## config.mk

```make
export PLATFORM = sky130hd
export DESIGN_NAME = gpio_port
export DESIGN_NICKNAME = d
export VERILOG_FILES = /design/src/rtl/gpio_pkg.sv /design/src/rtl/pin_sync.sv /design/src/rtl/read_mux.sv /design/src/rtl/gpio_port.sv
export SDC_FILE = /design/constraint.sdc
export NUM_CORES = 1
export LEC_CHECK = 0
export BUFFER_PORTS_ARGS = -buffer_cell sky130_fd_sc_hd__buf_2
export CELL_PAD_IN_SITES_DETAIL_PLACEMENT = 1
export CELL_PAD_IN_SITES_GLOBAL_PLACEMENT = 2
export CORE_ASPECT_RATIO = 0.75
export CORE_UTILIZATION = 31
export CTS_CLUSTER_SIZE = 20
export DETAILED_ROUTE_END_ITERATION = 7
export HOLD_SLACK_MARGIN = 0.05
export PLACE_DENSITY_LB_ADDON = 0.1
export SKIP_CTS_REPAIR_TIMING = 1
export SLEW_MARGIN = 25
export SYNTH_ARGS = -nofsm -noshare
export SYNTH_HDL_FRONTEND = slang
export SYNTH_SLANG_ARGS = --single-unit
```

## constraint.sdc

```tcl
create_clock -name ref_clk -period 2.3 [get_ports ref_clk]
set_input_delay 0.115 -clock ref_clk [delete_from_list [all_inputs] [get_ports ref_clk]]
set_output_delay 0.115 -clock ref_clk [all_outputs]
set_load 0.01 [all_outputs]
```

## src/rtl/gpio_pkg.sv

```systemverilog
package gpio_pkg;

   // ----------------------------------------------------------------
   // widths
   // ----------------------------------------------------------------
   localparam int ADDR_W = 8;                 // register address width
   localparam int DATA_W = 8;                 // register data width
   localparam int PIN_W = 6;                  // implemented port pins
   localparam int SYNC_STAGES = 2;            // flops in front of pin logic

   // ----------------------------------------------------------------
   // register offsets
   // ----------------------------------------------------------------
   localparam logic [7:0] PIN_DATA_OFS = 8'h07;          // pin level / output latch
   localparam logic [7:0] PIN_DIRECTION_OFS = 8'h87;     // per-pin direction
   localparam logic [7:0] ANALOG_PIN_SELECT_OFS = 8'h91; // analog select

   // ----------------------------------------------------------------
   // field layout and reset values
   // ----------------------------------------------------------------
   localparam logic [1:0] UNUSED_TOP = 2'h0;             // bits 7-6 read as zero
   localparam logic [5:0] DIRECTION_RESET = 6'h3F;       // every pin an input
   localparam logic [7:0] ANALOG_SELECT_RESET = 8'hFF;   // every channel analog
   localparam logic [5:0] DATA_POR_VALUE = 6'h00;        // latch after power-up
   localparam logic [7:0] READ_ZERO = 8'h00;             // unmapped read value
   localparam int ANALOG_PINS = 4;                       // pins 0..3 share a channel
   localparam int ANALOG_BIT_BASE = 4;                   // pin i uses select bit i+4

   // ----------------------------------------------------------------
   // register select decode
   // ----------------------------------------------------------------
   typedef enum logic [1:0] {
      SEL_NONE = 2'b00,
      SEL_DATA = 2'b01,
      SEL_DIR = 2'b10,
      SEL_ANALOG = 2'b11
   } reg_sel_t;

   // used by both the write path and the read path
   function automatic reg_sel_t reg_sel_f(input logic [7:0] addr, input logic has_analog);
      reg_sel_t sel;
      sel = SEL_NONE;
      if (addr == PIN_DATA_OFS) begin
         sel = SEL_DATA;
      end else if (addr == PIN_DIRECTION_OFS) begin
         sel = SEL_DIR;
      end else if (has_analog && (addr == ANALOG_PIN_SELECT_OFS)) begin
         sel = SEL_ANALOG;
      end
      return sel;
   endfunction : reg_sel_f

endpackage : gpio_pkg

```

## src/rtl/pin_sync.sv

```systemverilog
`timescale 1ns/100ps

// ----------------------------------------------------------------
// two-flop synchroniser for the asynchronous pin levels
// ----------------------------------------------------------------
module pin_sync
   import gpio_pkg::*;
(
   input wire logic ref_clk,
   input wire logic rst_n,
   input wire logic [PIN_W-1:0] async_in,
   output logic [PIN_W-1:0] sync_out
);

   logic [PIN_W-1:0] meta_reg;   // first stage, read only by the second stage
   logic [PIN_W-1:0] stable_reg; // second stage, safe for logic

   // one small chain per pin; no logic looks at meta_reg
   genvar i;
   generate
      for (i = 0; i < PIN_W; i++) begin : g_bit
         always_ff @(posedge ref_clk) begin
            if (!rst_n) begin
               meta_reg[i] <= 1'b0;
               stable_reg[i] <= 1'b0;
            end else begin
               meta_reg[i] <= async_in[i];
               stable_reg[i] <= meta_reg[i];
            end
         end
      end
   endgenerate

   assign sync_out = stable_reg;

endmodule : pin_sync

```

## src/rtl/read_mux.sv

```systemverilog
`timescale 1ns/100ps

// ----------------------------------------------------------------
// registered read data path
// ----------------------------------------------------------------
module read_mux
   import gpio_pkg::*;
(
   input wire logic ref_clk,
   input wire logic rst_n,
   input wire logic rd_en,
   input wire reg_sel_t rd_sel,
   input wire logic [PIN_W-1:0] pin_level,
   input wire logic [PIN_W-1:0] direction,
   input wire logic [DATA_W-1:0] analog_select,
   output logic [DATA_W-1:0] rd_data
);

   logic [DATA_W-1:0] rd_data_reg;  // answer, valid the cycle after rd_en
   logic [DATA_W-1:0] rd_data_next; // selected word

   // pick the word; the top two bits of port registers are always zero
   always_comb begin
      case (rd_sel)
         SEL_DATA: rd_data_next = {UNUSED_TOP, pin_level};
         SEL_DIR: rd_data_next = {UNUSED_TOP, direction};
         SEL_ANALOG: rd_data_next = analog_select;
         default: rd_data_next = READ_ZERO;
      endcase
   end

   // only a read strobe updates the answer, so it stands one cycle and
   // is then returned to zero to keep stale data off the bus
   always_ff @(posedge ref_clk) begin
      if (!rst_n) begin
         rd_data_reg <= READ_ZERO;
      end else if (rd_en) begin
         rd_data_reg <= rd_data_next;
      end else begin
         rd_data_reg <= READ_ZERO;
      end
   end

   assign rd_data = rd_data_reg;

endmodule : read_mux

```

## src/rtl/gpio_port.sv

```systemverilog
// Local design decision: the address-and-strobe port.
`timescale 1ns/100ps

module gpio_port
   import gpio_pkg::*;
#(
   parameter bit HAS_ANALOG = 1'b1   // variant with the converter
)
(
   input wire logic ref_clk,
   input wire logic rst_n,
   input wire logic reset_from_power,
   input wire logic [ADDR_W-1:0] addr,
   input wire logic [DATA_W-1:0] wr_data,
   input wire logic wr_en,
   input wire logic rd_en,
   output logic [DATA_W-1:0] rd_data,
   input wire logic [PIN_W-1:0] pin_in,
   output logic [PIN_W-1:0] pin_out,
   output logic [PIN_W-1:0] pin_oe,
   output logic [DATA_W-1:0] analog_select
);

   // ----------------------------------------------------------------
   // state
   // ----------------------------------------------------------------
   logic [PIN_W-1:0] latch_reg;          // output latch behind the data register
   logic [PIN_W-1:0] latch_next;         // its next value
   logic [PIN_W-1:0] direction_reg;      // one = input, zero = output
   logic [PIN_W-1:0] direction_next;     // its next value
   logic [PIN_W-1:0] oe_reg;             // registered driver enable
   logic [DATA_W-1:0] analog_reg;        // analog select bits
   logic [DATA_W-1:0] analog_next;       // its next value
   logic [PIN_W-1:0] pin_sampled;        // synchronised pin levels
   logic [PIN_W-1:0] analog_mask;        // pins currently analog
   logic [PIN_W-1:0] pin_read;           // levels as software sees them
   reg_sel_t wr_sel;                     // decoded write target
   reg_sel_t rd_sel;                     // decoded read target

   // ----------------------------------------------------------------
   // address decode
   // ----------------------------------------------------------------

   // the analog register simply is not there in the small variant
   assign wr_sel = reg_sel_f(addr, HAS_ANALOG);
   assign rd_sel = reg_sel_f(addr, HAS_ANALOG);

   // ----------------------------------------------------------------
   // pin input path
   // ----------------------------------------------------------------

   // pins are asynchronous to the core clock
   pin_sync u_pin_sync (
      .ref_clk(ref_clk),
      .rst_n(rst_n),
      .async_in(pin_in),
      .sync_out(pin_sampled)
   );

   // which pins are parked on an analog channel; software must clear
   // these before trusting a digital read
   genvar i;
   generate
      for (i = 0; i < PIN_W; i++) begin : g_mask
         if (HAS_ANALOG && (i < ANALOG_PINS)) begin : g_an
            assign analog_mask[i] = analog_reg[i + ANALOG_BIT_BASE];
         end else begin : g_dig
            assign analog_mask[i] = 1'b0;
         end
      end
   endgenerate

   // a pin edge shows up in a read issued two cycles later, since the
   // answer is registered behind the two synchroniser flops
   // analog pins read zero whatever voltage they carry
   assign pin_read = pin_sampled & ~analog_mask;

   // ----------------------------------------------------------------
   // output latch
   // ----------------------------------------------------------------

   // writes land in the latch, not on the pin; bits 7-6 are dropped
   always_comb begin
      latch_next = latch_reg;
      if (wr_en && (wr_sel == SEL_DATA)) begin
         latch_next = wr_data[PIN_W-1:0];
      end
   end

   // power-up gives a known latch; any other reset keeps what was written
   // zero on power-up is our own pick; software must not rely on it
   always_ff @(posedge ref_clk) begin
      if (!rst_n) begin
         if (reset_from_power) begin
            latch_reg <= DATA_POR_VALUE;
         end else begin
            latch_reg <= latch_reg;
         end
      end else begin
         latch_reg <= latch_next;
      end
   end

   // ----------------------------------------------------------------
   // direction
   // ----------------------------------------------------------------

   // only the low six bits exist
   always_comb begin
      direction_next = direction_reg;
      if (wr_en && (wr_sel == SEL_DIR)) begin
         direction_next = wr_data[PIN_W-1:0];
      end
   end

   // every reset kind releases all drivers
   always_ff @(posedge ref_clk) begin
      if (!rst_n) begin
         direction_reg <= DIRECTION_RESET;
      end else begin
         direction_reg <= direction_next;
      end
   end

   // driver enable is its own flop so the pad sees a clean edge;
   // it tracks the direction register with no extra latency
   always_ff @(posedge ref_clk) begin
      if (!rst_n) begin
         oe_reg <= ~DIRECTION_RESET;
      end else begin
         oe_reg <= ~direction_next;
      end
   end

   // ----------------------------------------------------------------
   // analog select
   // ----------------------------------------------------------------

   // writes only reach the register in the converter variant
   always_comb begin
      analog_next = analog_reg;
      if (wr_en && (wr_sel == SEL_ANALOG)) begin
         analog_next = wr_data;
      end
   end

   // every reset parks the shared pins in analog mode; in the small
   // variant the register stays zero so no pin is ever masked
   always_ff @(posedge ref_clk) begin
      if (!rst_n) begin
         analog_reg <= HAS_ANALOG ? ANALOG_SELECT_RESET : READ_ZERO;
      end else begin
         analog_reg <= analog_next;
      end
   end

   // ----------------------------------------------------------------
   // read path
   // ----------------------------------------------------------------

   read_mux u_read_mux (
      .ref_clk(ref_clk),
      .rst_n(rst_n),
      .rd_en(rd_en),
      .rd_sel(rd_sel),
      .pin_level(pin_read),
      .direction(direction_reg),
      .analog_select(analog_reg),
      .rd_data(rd_data)
   );

   // ----------------------------------------------------------------
   // outputs
   // ----------------------------------------------------------------

   // all three come straight from flops so the pads never see decode glitches
   // the latch always reaches the pad; oe decides whether it is heard
   assign pin_out = latch_reg;
   assign pin_oe = oe_reg;
   assign analog_select = analog_reg;
endmodule : gpio_port

```

==> results of run 1 <==
power by group through the flow:
stage	registers, uW	logic [uW]	clock network (uW)
final	836	134	514
after global routing	838	149	565
after CTS	836	127	530
after detailed placement	855	126	0
after global placement	854	124	0
after floorplan	858	69.4	0
synth_stat cells:
master | n | area, sq um
buf_6 | 1 | 11.3
and2_2 | 6 | 45.0
nor3_1 | 2 | 10.0
o211ai_1 | 1 | 7.51
or4b_4 | 1 | 13.8
a211oi_1 | 3 | 22.5
nor4bb_1 | 2 | 20.0
buf_2 | 1 | 5.00
a41oi_1 | 14 | 123
inv_1 | 10 | 37.5
nand4b_1 | 1 | 8.76
and2_1 | 24 | 150
nand2_1 | 8 | 30.0
edfxtp_1 | 6 | 180
and3b_1 | 1 | 8.76
clkbuf_8 | 4 | 55.1
clkbuf_1 | 5 | 18.8
a22oi_1 | 5 | 37.5
nor2_1 | 3 | 11.3
nor3_4 | 1 | 16.3
o31ai_1 | 7 | 52.6
o21ai_1 | 8 | 40.0
a31oi_1 | 4 | 25.0
nor4b_4 | 1 | 23.8
nor3b_1 | 1 | 7.51
or4bb_1 | 1 | 11.3
nand3_1 | 3 | 15.0
mux2_2 | 2 | 22.5
dfxtp_1 | 40 | 801
metal layers:
layer / vias up / part of all wire (%) / routed length, um
met1: 719 / 48 / 2350
li1: 718 / - / -
met2: 43 / 46 / 2280
met3: 4 / 5.8 / 286
met4: 0 / 0.45 / 22
met5: - / 0 / 0
path summary, 6_finish.rpt:
path / to / cells past startpoint
max reg2reg: u_read_mux.rd_data[0] / 3
min reg2reg: u_pin_sync.sync_out[5] / 1
min: analog_select[6] / 3
max: pin_out[0] / 5
critical path, delay by kind of cell:
family | cells | cell delay (ns)
compound gates | 1 | 0.21
simple gates | 2 | 0.64
buf+inv | 2 | 0.31
placed cells by master (no fill, tap or decap), types with 3 or more instances in the layout:
cell and n:
o21ai_1 8, dlygate4sd3_1 6, a41oi_1 14, nand3_1 3, a31oi_1 4, inv_1 10
dfxtp_1 40, edfxtp_1 6, buf_4 4, a22oi_1 5, o31ai_1 7, and2_2 6
nand2_1 8, clkbuf_8 6, buf_2 54, a211oi_1 3, nor2_1 3, and2_1 24
final cells by class:
type                            count  area (sq um)
Clock buffer                        8          90.1
Fill cell                         639          3230
Inverter                           10          37.5
Multi-Input combinational cell     99           702
Sequential cell                    46           981
Tap cell                           75          93.8
Timing Repair Buffer               64           360
metrics by stage:
| stage | setup slack, ns | instances | area [sq um] | power [uW] | hold slack, ns |
|---|---|---|---|---|---|
| global placement | 0.743 | 288 | 2110 | 978 | 0.321 |
| CTS | 1.06 | 296 | 2200 | 1490 | 0.0139 |
| finish | 1.04 | 302 | 2260 | 1480 | 0.104 |
| floorplan | 0.561 | 166 | 1810 | 928 | 0.242 |
| global route | 0.968 | 302 | 2260 | 1550 | 0.130 |
| detailed placement | 0.743 | 288 | 2110 | 981 | 0.326 |
logic make-up after synthesis:
family | after synthesis | synth area share, %
simple gates | 55 | 20.5
compound gates | 42 | 17.0
flops | 46 | 54.2
buf+inv | 21 | 7.05
mux | 2 | 1.24
==> metrics.yaml, run 1 <==
rsz0062_at_grt: "no"
p_leak_uw: 0.000976
via_per_inst: 4.91
clockBufferDepth: 2
grt-busiest-layer: "met2"
die_y_um: 68.2
cts.sink_count: 46
endpoint_kind: "flip-flop"
ff2ff_setup_slack_ns: 1.22
hp-class: "input port to flip-flop"
startpoint_type: "input port"
first_iter_violations: 60
grt_usage_pct: 16.9
cts_tree: "yes"
cap_violations: 0
nets: 253
intPower_uw: 1140
status: "finished clean"
p_per_area_mw_per_mm2: 655
syn_area_sq_mm: 0.00181
antenna_found_initial: 0
dieArea_sq_mm: 0.00615
syn_nets: 193
avgSynthCellArea_sq_um: 10.9
fmax_mhz: 794
seqPwrFrac_pct: 56.3
drive_above_1_share_pct: 33.0
ys_seq_elements: 46
htreeDepth: 2
slew_headroom_pct: 66.3
routed_wirelength_um: 4930
firstDrtPassIters: 4
ir_drop_mv: 0.223
crit_type: "input port to flip-flop"
num_antenna_cells: 0
synth_warnings: 0
period_minus_slack_ns: 1.26
synth_cells: 166
tightest_slew_ns: 0.506
io_pins: 55
clock_latency_ns: 0.29
period_share_pct: 54.8
arrival_ns: 1.28
path_cells: "buf_2, nor4b_4, nand3_1, o31ai_1, buf_4"
num_vias: 1484
hpwl_um: 3580
grt_max_degree: 22
drc_errors: 0
cts.clk_slew.worst_paths_ns: 0.09
gr-total-overflow: 0
tns_ns: 0
root_buffer: "clkbuf_8"
start_util_pct: 32.9
clock_power_share_pct: 34.7
io_buffers: 54
ys_seq_area_share_pct: 54.2
wire_per_inst_um: 16.3
coreArea_sq_mm: 0.00550
num_rows: 23
worstReg2RegStart: "analog_select[0]"
use_met2_pct: 28.2
max_stage_delay_ns: 0.50
ant_nets: 0
p_switching_uw: 347
grt_util_met1_pct: 22.0
grt_pass1_vias: 1505
startpoint: "addr[6]"
critPathSlowestCell: "nor4b_4"
die_x_um: 90.2
cts_buffers: 5
switching_share_pct: 23.4
finalHoldViolCount: 0
crit_fanout: 8
utilization_pct: 41.2
drv_slew: 0
grt_pass1_wl_um: 7890
synthToLayoutAreaGrowth_pct: 25.1
p_comb_share_pct: 9.1
hp-start: "wr_data[6]"
clock_skew_ns: 0.00656
place.gp.congestion: 0.796
finalSetupViolations: 0
yosysUniqueCellTypes: 29
use_met3_pct: 5.00
worstPathRequired_ns: 2.32
Note: power is estimated with default switching activity, not from simulation.
==> inputs of run 2 (changes only) <==
--- a/config.mk
+++ b/config.mk
@@ -9,7 +9,7 @@
 export CELL_PAD_IN_SITES_DETAIL_PLACEMENT = 1
 export CELL_PAD_IN_SITES_GLOBAL_PLACEMENT = 2
 export CORE_ASPECT_RATIO = 0.75
-export CORE_UTILIZATION = 31
+export CORE_UTILIZATION = 28
 export CTS_CLUSTER_SIZE = 20
 export DETAILED_ROUTE_END_ITERATION = 7
 export HOLD_SLACK_MARGIN = 0.05
==> constraint.sdc (replaced) <==
create_clock -name ref_clk -period 1.1 [get_ports ref_clk]
set_input_delay 0.055 -clock ref_clk [delete_from_list [all_inputs] [get_ports ref_clk]]
set_output_delay 0.055 -clock ref_clk [all_outputs]
set_load 0.01 [all_outputs]
==> metrics.yaml, run 2 (synthesis gave the netlist of run 1 again) <==
final_cell_count_no_fill: 325  # +7.6%
endpoint_kind: "flip-flop"
cts.sink_count: 46  # unchanged
routed_wirelength_um: 5170  # +4.9%
report.power.total_uw: 3070  # +110%
hp-class: "input port to flip-flop"
root_buffer: "clkbuf_8"
arrival_ns: 1.33  # +0.05 ns
clockBufferDepth: 2  # unchanged
tightest_slew_ns: 0.303  # -0.202 ns
cts.clk_slew.worst_paths_ns: 0.08  # about the same
crit_fanout: 8  # unchanged
p_leak_uw: 0.00111  # +13%
slew_headroom_pct: 79.5  # +13 points
clock_latency_ns: 0.29  # about the same
dieArea_sq_mm: 0.00680  # +10%
fin_ws_ns: -0.0506  # -1.09 ns
period_minus_slack_ns: 1.15
gr-total-overflow: 0  # unchanged
tns_ns: -0.293  # -0.293 ns
ir_drop_mv: 0.414  # +85%
drc_errors: 0  # unchanged
num_vias: 1543  # +4.0%
cts_buffers: 5  # unchanged
crit_type: "input port to flip-flop"
violations: "setup timing"
first_iter_violations: 34  # -43%
antenna_found_initial: 0  # unchanged
grt_pass1_vias: 1561  # +3.7%
drive_above_1_share_pct: 42.1  # +9.1 points
drv_slew: 0  # unchanged
num_antenna_cells: 0  # unchanged
wire_per_inst_um: 15.9  # -2.6%
num_rows: 24  # +4.3%
start_util_pct: 30.0  # -2.9 points
die_x_um: 94.9  # +5.1%
final_area_sq_mm: 0.00256  # +13%
nets: 273  # +7.9%
coreArea_sq_mm: 0.00604  # +9.8%
status: "finished, violations left"
grt_usage_pct: 16.1  # -0.77 points
n_fill_cell: 669  # +4.7%
ant_nets: 0  # unchanged
clock_skew_ns: 0.00678  # +0.000218 ns
firstDrtPassIters: 5  # +1
die_y_um: 71.6  # +5.1%
place.gp.congestion: 0.726  # -8.8%
hpwl_um: 3930  # +9.9%
final_common_cell: "buf_2"
grt_max_degree: 21  # -4.5%
cap_violations: 0  # unchanged
io_pins: 55  # unchanged
startpoint_type: "input port"
cts_tree: "yes"
p_per_area_mw_per_mm2: 1200  # +83%
place_area_sq_mm: 0.00232  # +9.9%
htreeDepth: 2  # unchanged
via_per_inst: 4.75  # -3.4%
worstPathRequired_ns: 1.28  # -1.04 ns
finalSetupViolations: 8  # +8
period_share_pct: 105
layout_common_cells: "54 x buf_2, 40 x dfxtp_1, 24 x and2_1, 20 x buf_4, 14 x a41oi_1"
grt_pass1_wl_um: 8110  # +2.7%
fmax_mhz: 869
io_buffers: 54  # unchanged
finalHoldViolCount: 0  # unchanged
synthToLayoutAreaGrowth_pct: 41.3
place_inst: 305  # +5.9%
whs_ns: 0.0478  # -0.0565 ns
==> run 2: cell count changes in the layout (fill, tap and decap cells not counted), sizes merged <==
cell,before,now
clkinv,0,2
clkbuf,8,6
dlygate4sd3,6,7
buf,58,77
==> run 2: area by class of cell <==
class | instances | area, sq um | area share [%]
Multi-Input combinational cell | 99 | 817 | 31.9
Sequential cell | 46 | 981 | 38.4
Timing Repair Buffer | 84 | 542 | 21.2
Clock inverter | 2 | 10.0 | 0.391
Inverter | 10 | 37.5 | 1.47
Tap cell | 78 | 97.6 | 3.82
Clock buffer | 6 | 72.6 | 2.84
==> run 2: power breakdown <==
part           leakage (uW)  switching, uW  internal [uW]
clock network     0.0000450            537            441
logic              0.000683            179            170
registers          0.000378           8.83           1740
total               0.00111            725           2350
==> run 2: final timing paths <==
path         slack [ns]                   start  cells past startpoint                      to
max               -0.05                 addr[1]                      5        analog_select[7]
min                0.05              wr_data[2]                      3        analog_select[2]
max reg2reg        0.13        analog_select[0]                      3   u_read_mux.rd_data[0]
min reg2reg        0.44  u_pin_sync.meta_reg[5]                      1  u_pin_sync.sync_out[5]
==> run 2: critical path, cell delays in order <==
cell and delay [ns]:
buf_2 0.12, or4bb_1 0.64, nor3_4 0.29, buf_12 0.16, o21ai_1 0.07
==> run 2: layer usage <==
metal | up-vias | track usage [%] | part of all wire [%] | wire length [um]
li1 | 763 | - | - | -
met1 | 733 | 20.4 | 46 | 2360
met2 | 45 | 26.3 | 47 | 2450
met3 | 2 | 5.63 | 6.4 | 331
met4 | 0 | 4.04 | 0.44 | 23
met5 | - | 0 | 0 | 0
==> run 2: metrics by stage <==
step	utilization [%]	setup slack, ns
2_1_floorplan	-	-0.303
3_3_place_gp	38.5	-0.293
3_5_place_dp	38.5	-0.421
4_1_cts	39.9	-0.104
5_1_grt	42.4	-0.0367
6_report	42.4	-0.0506
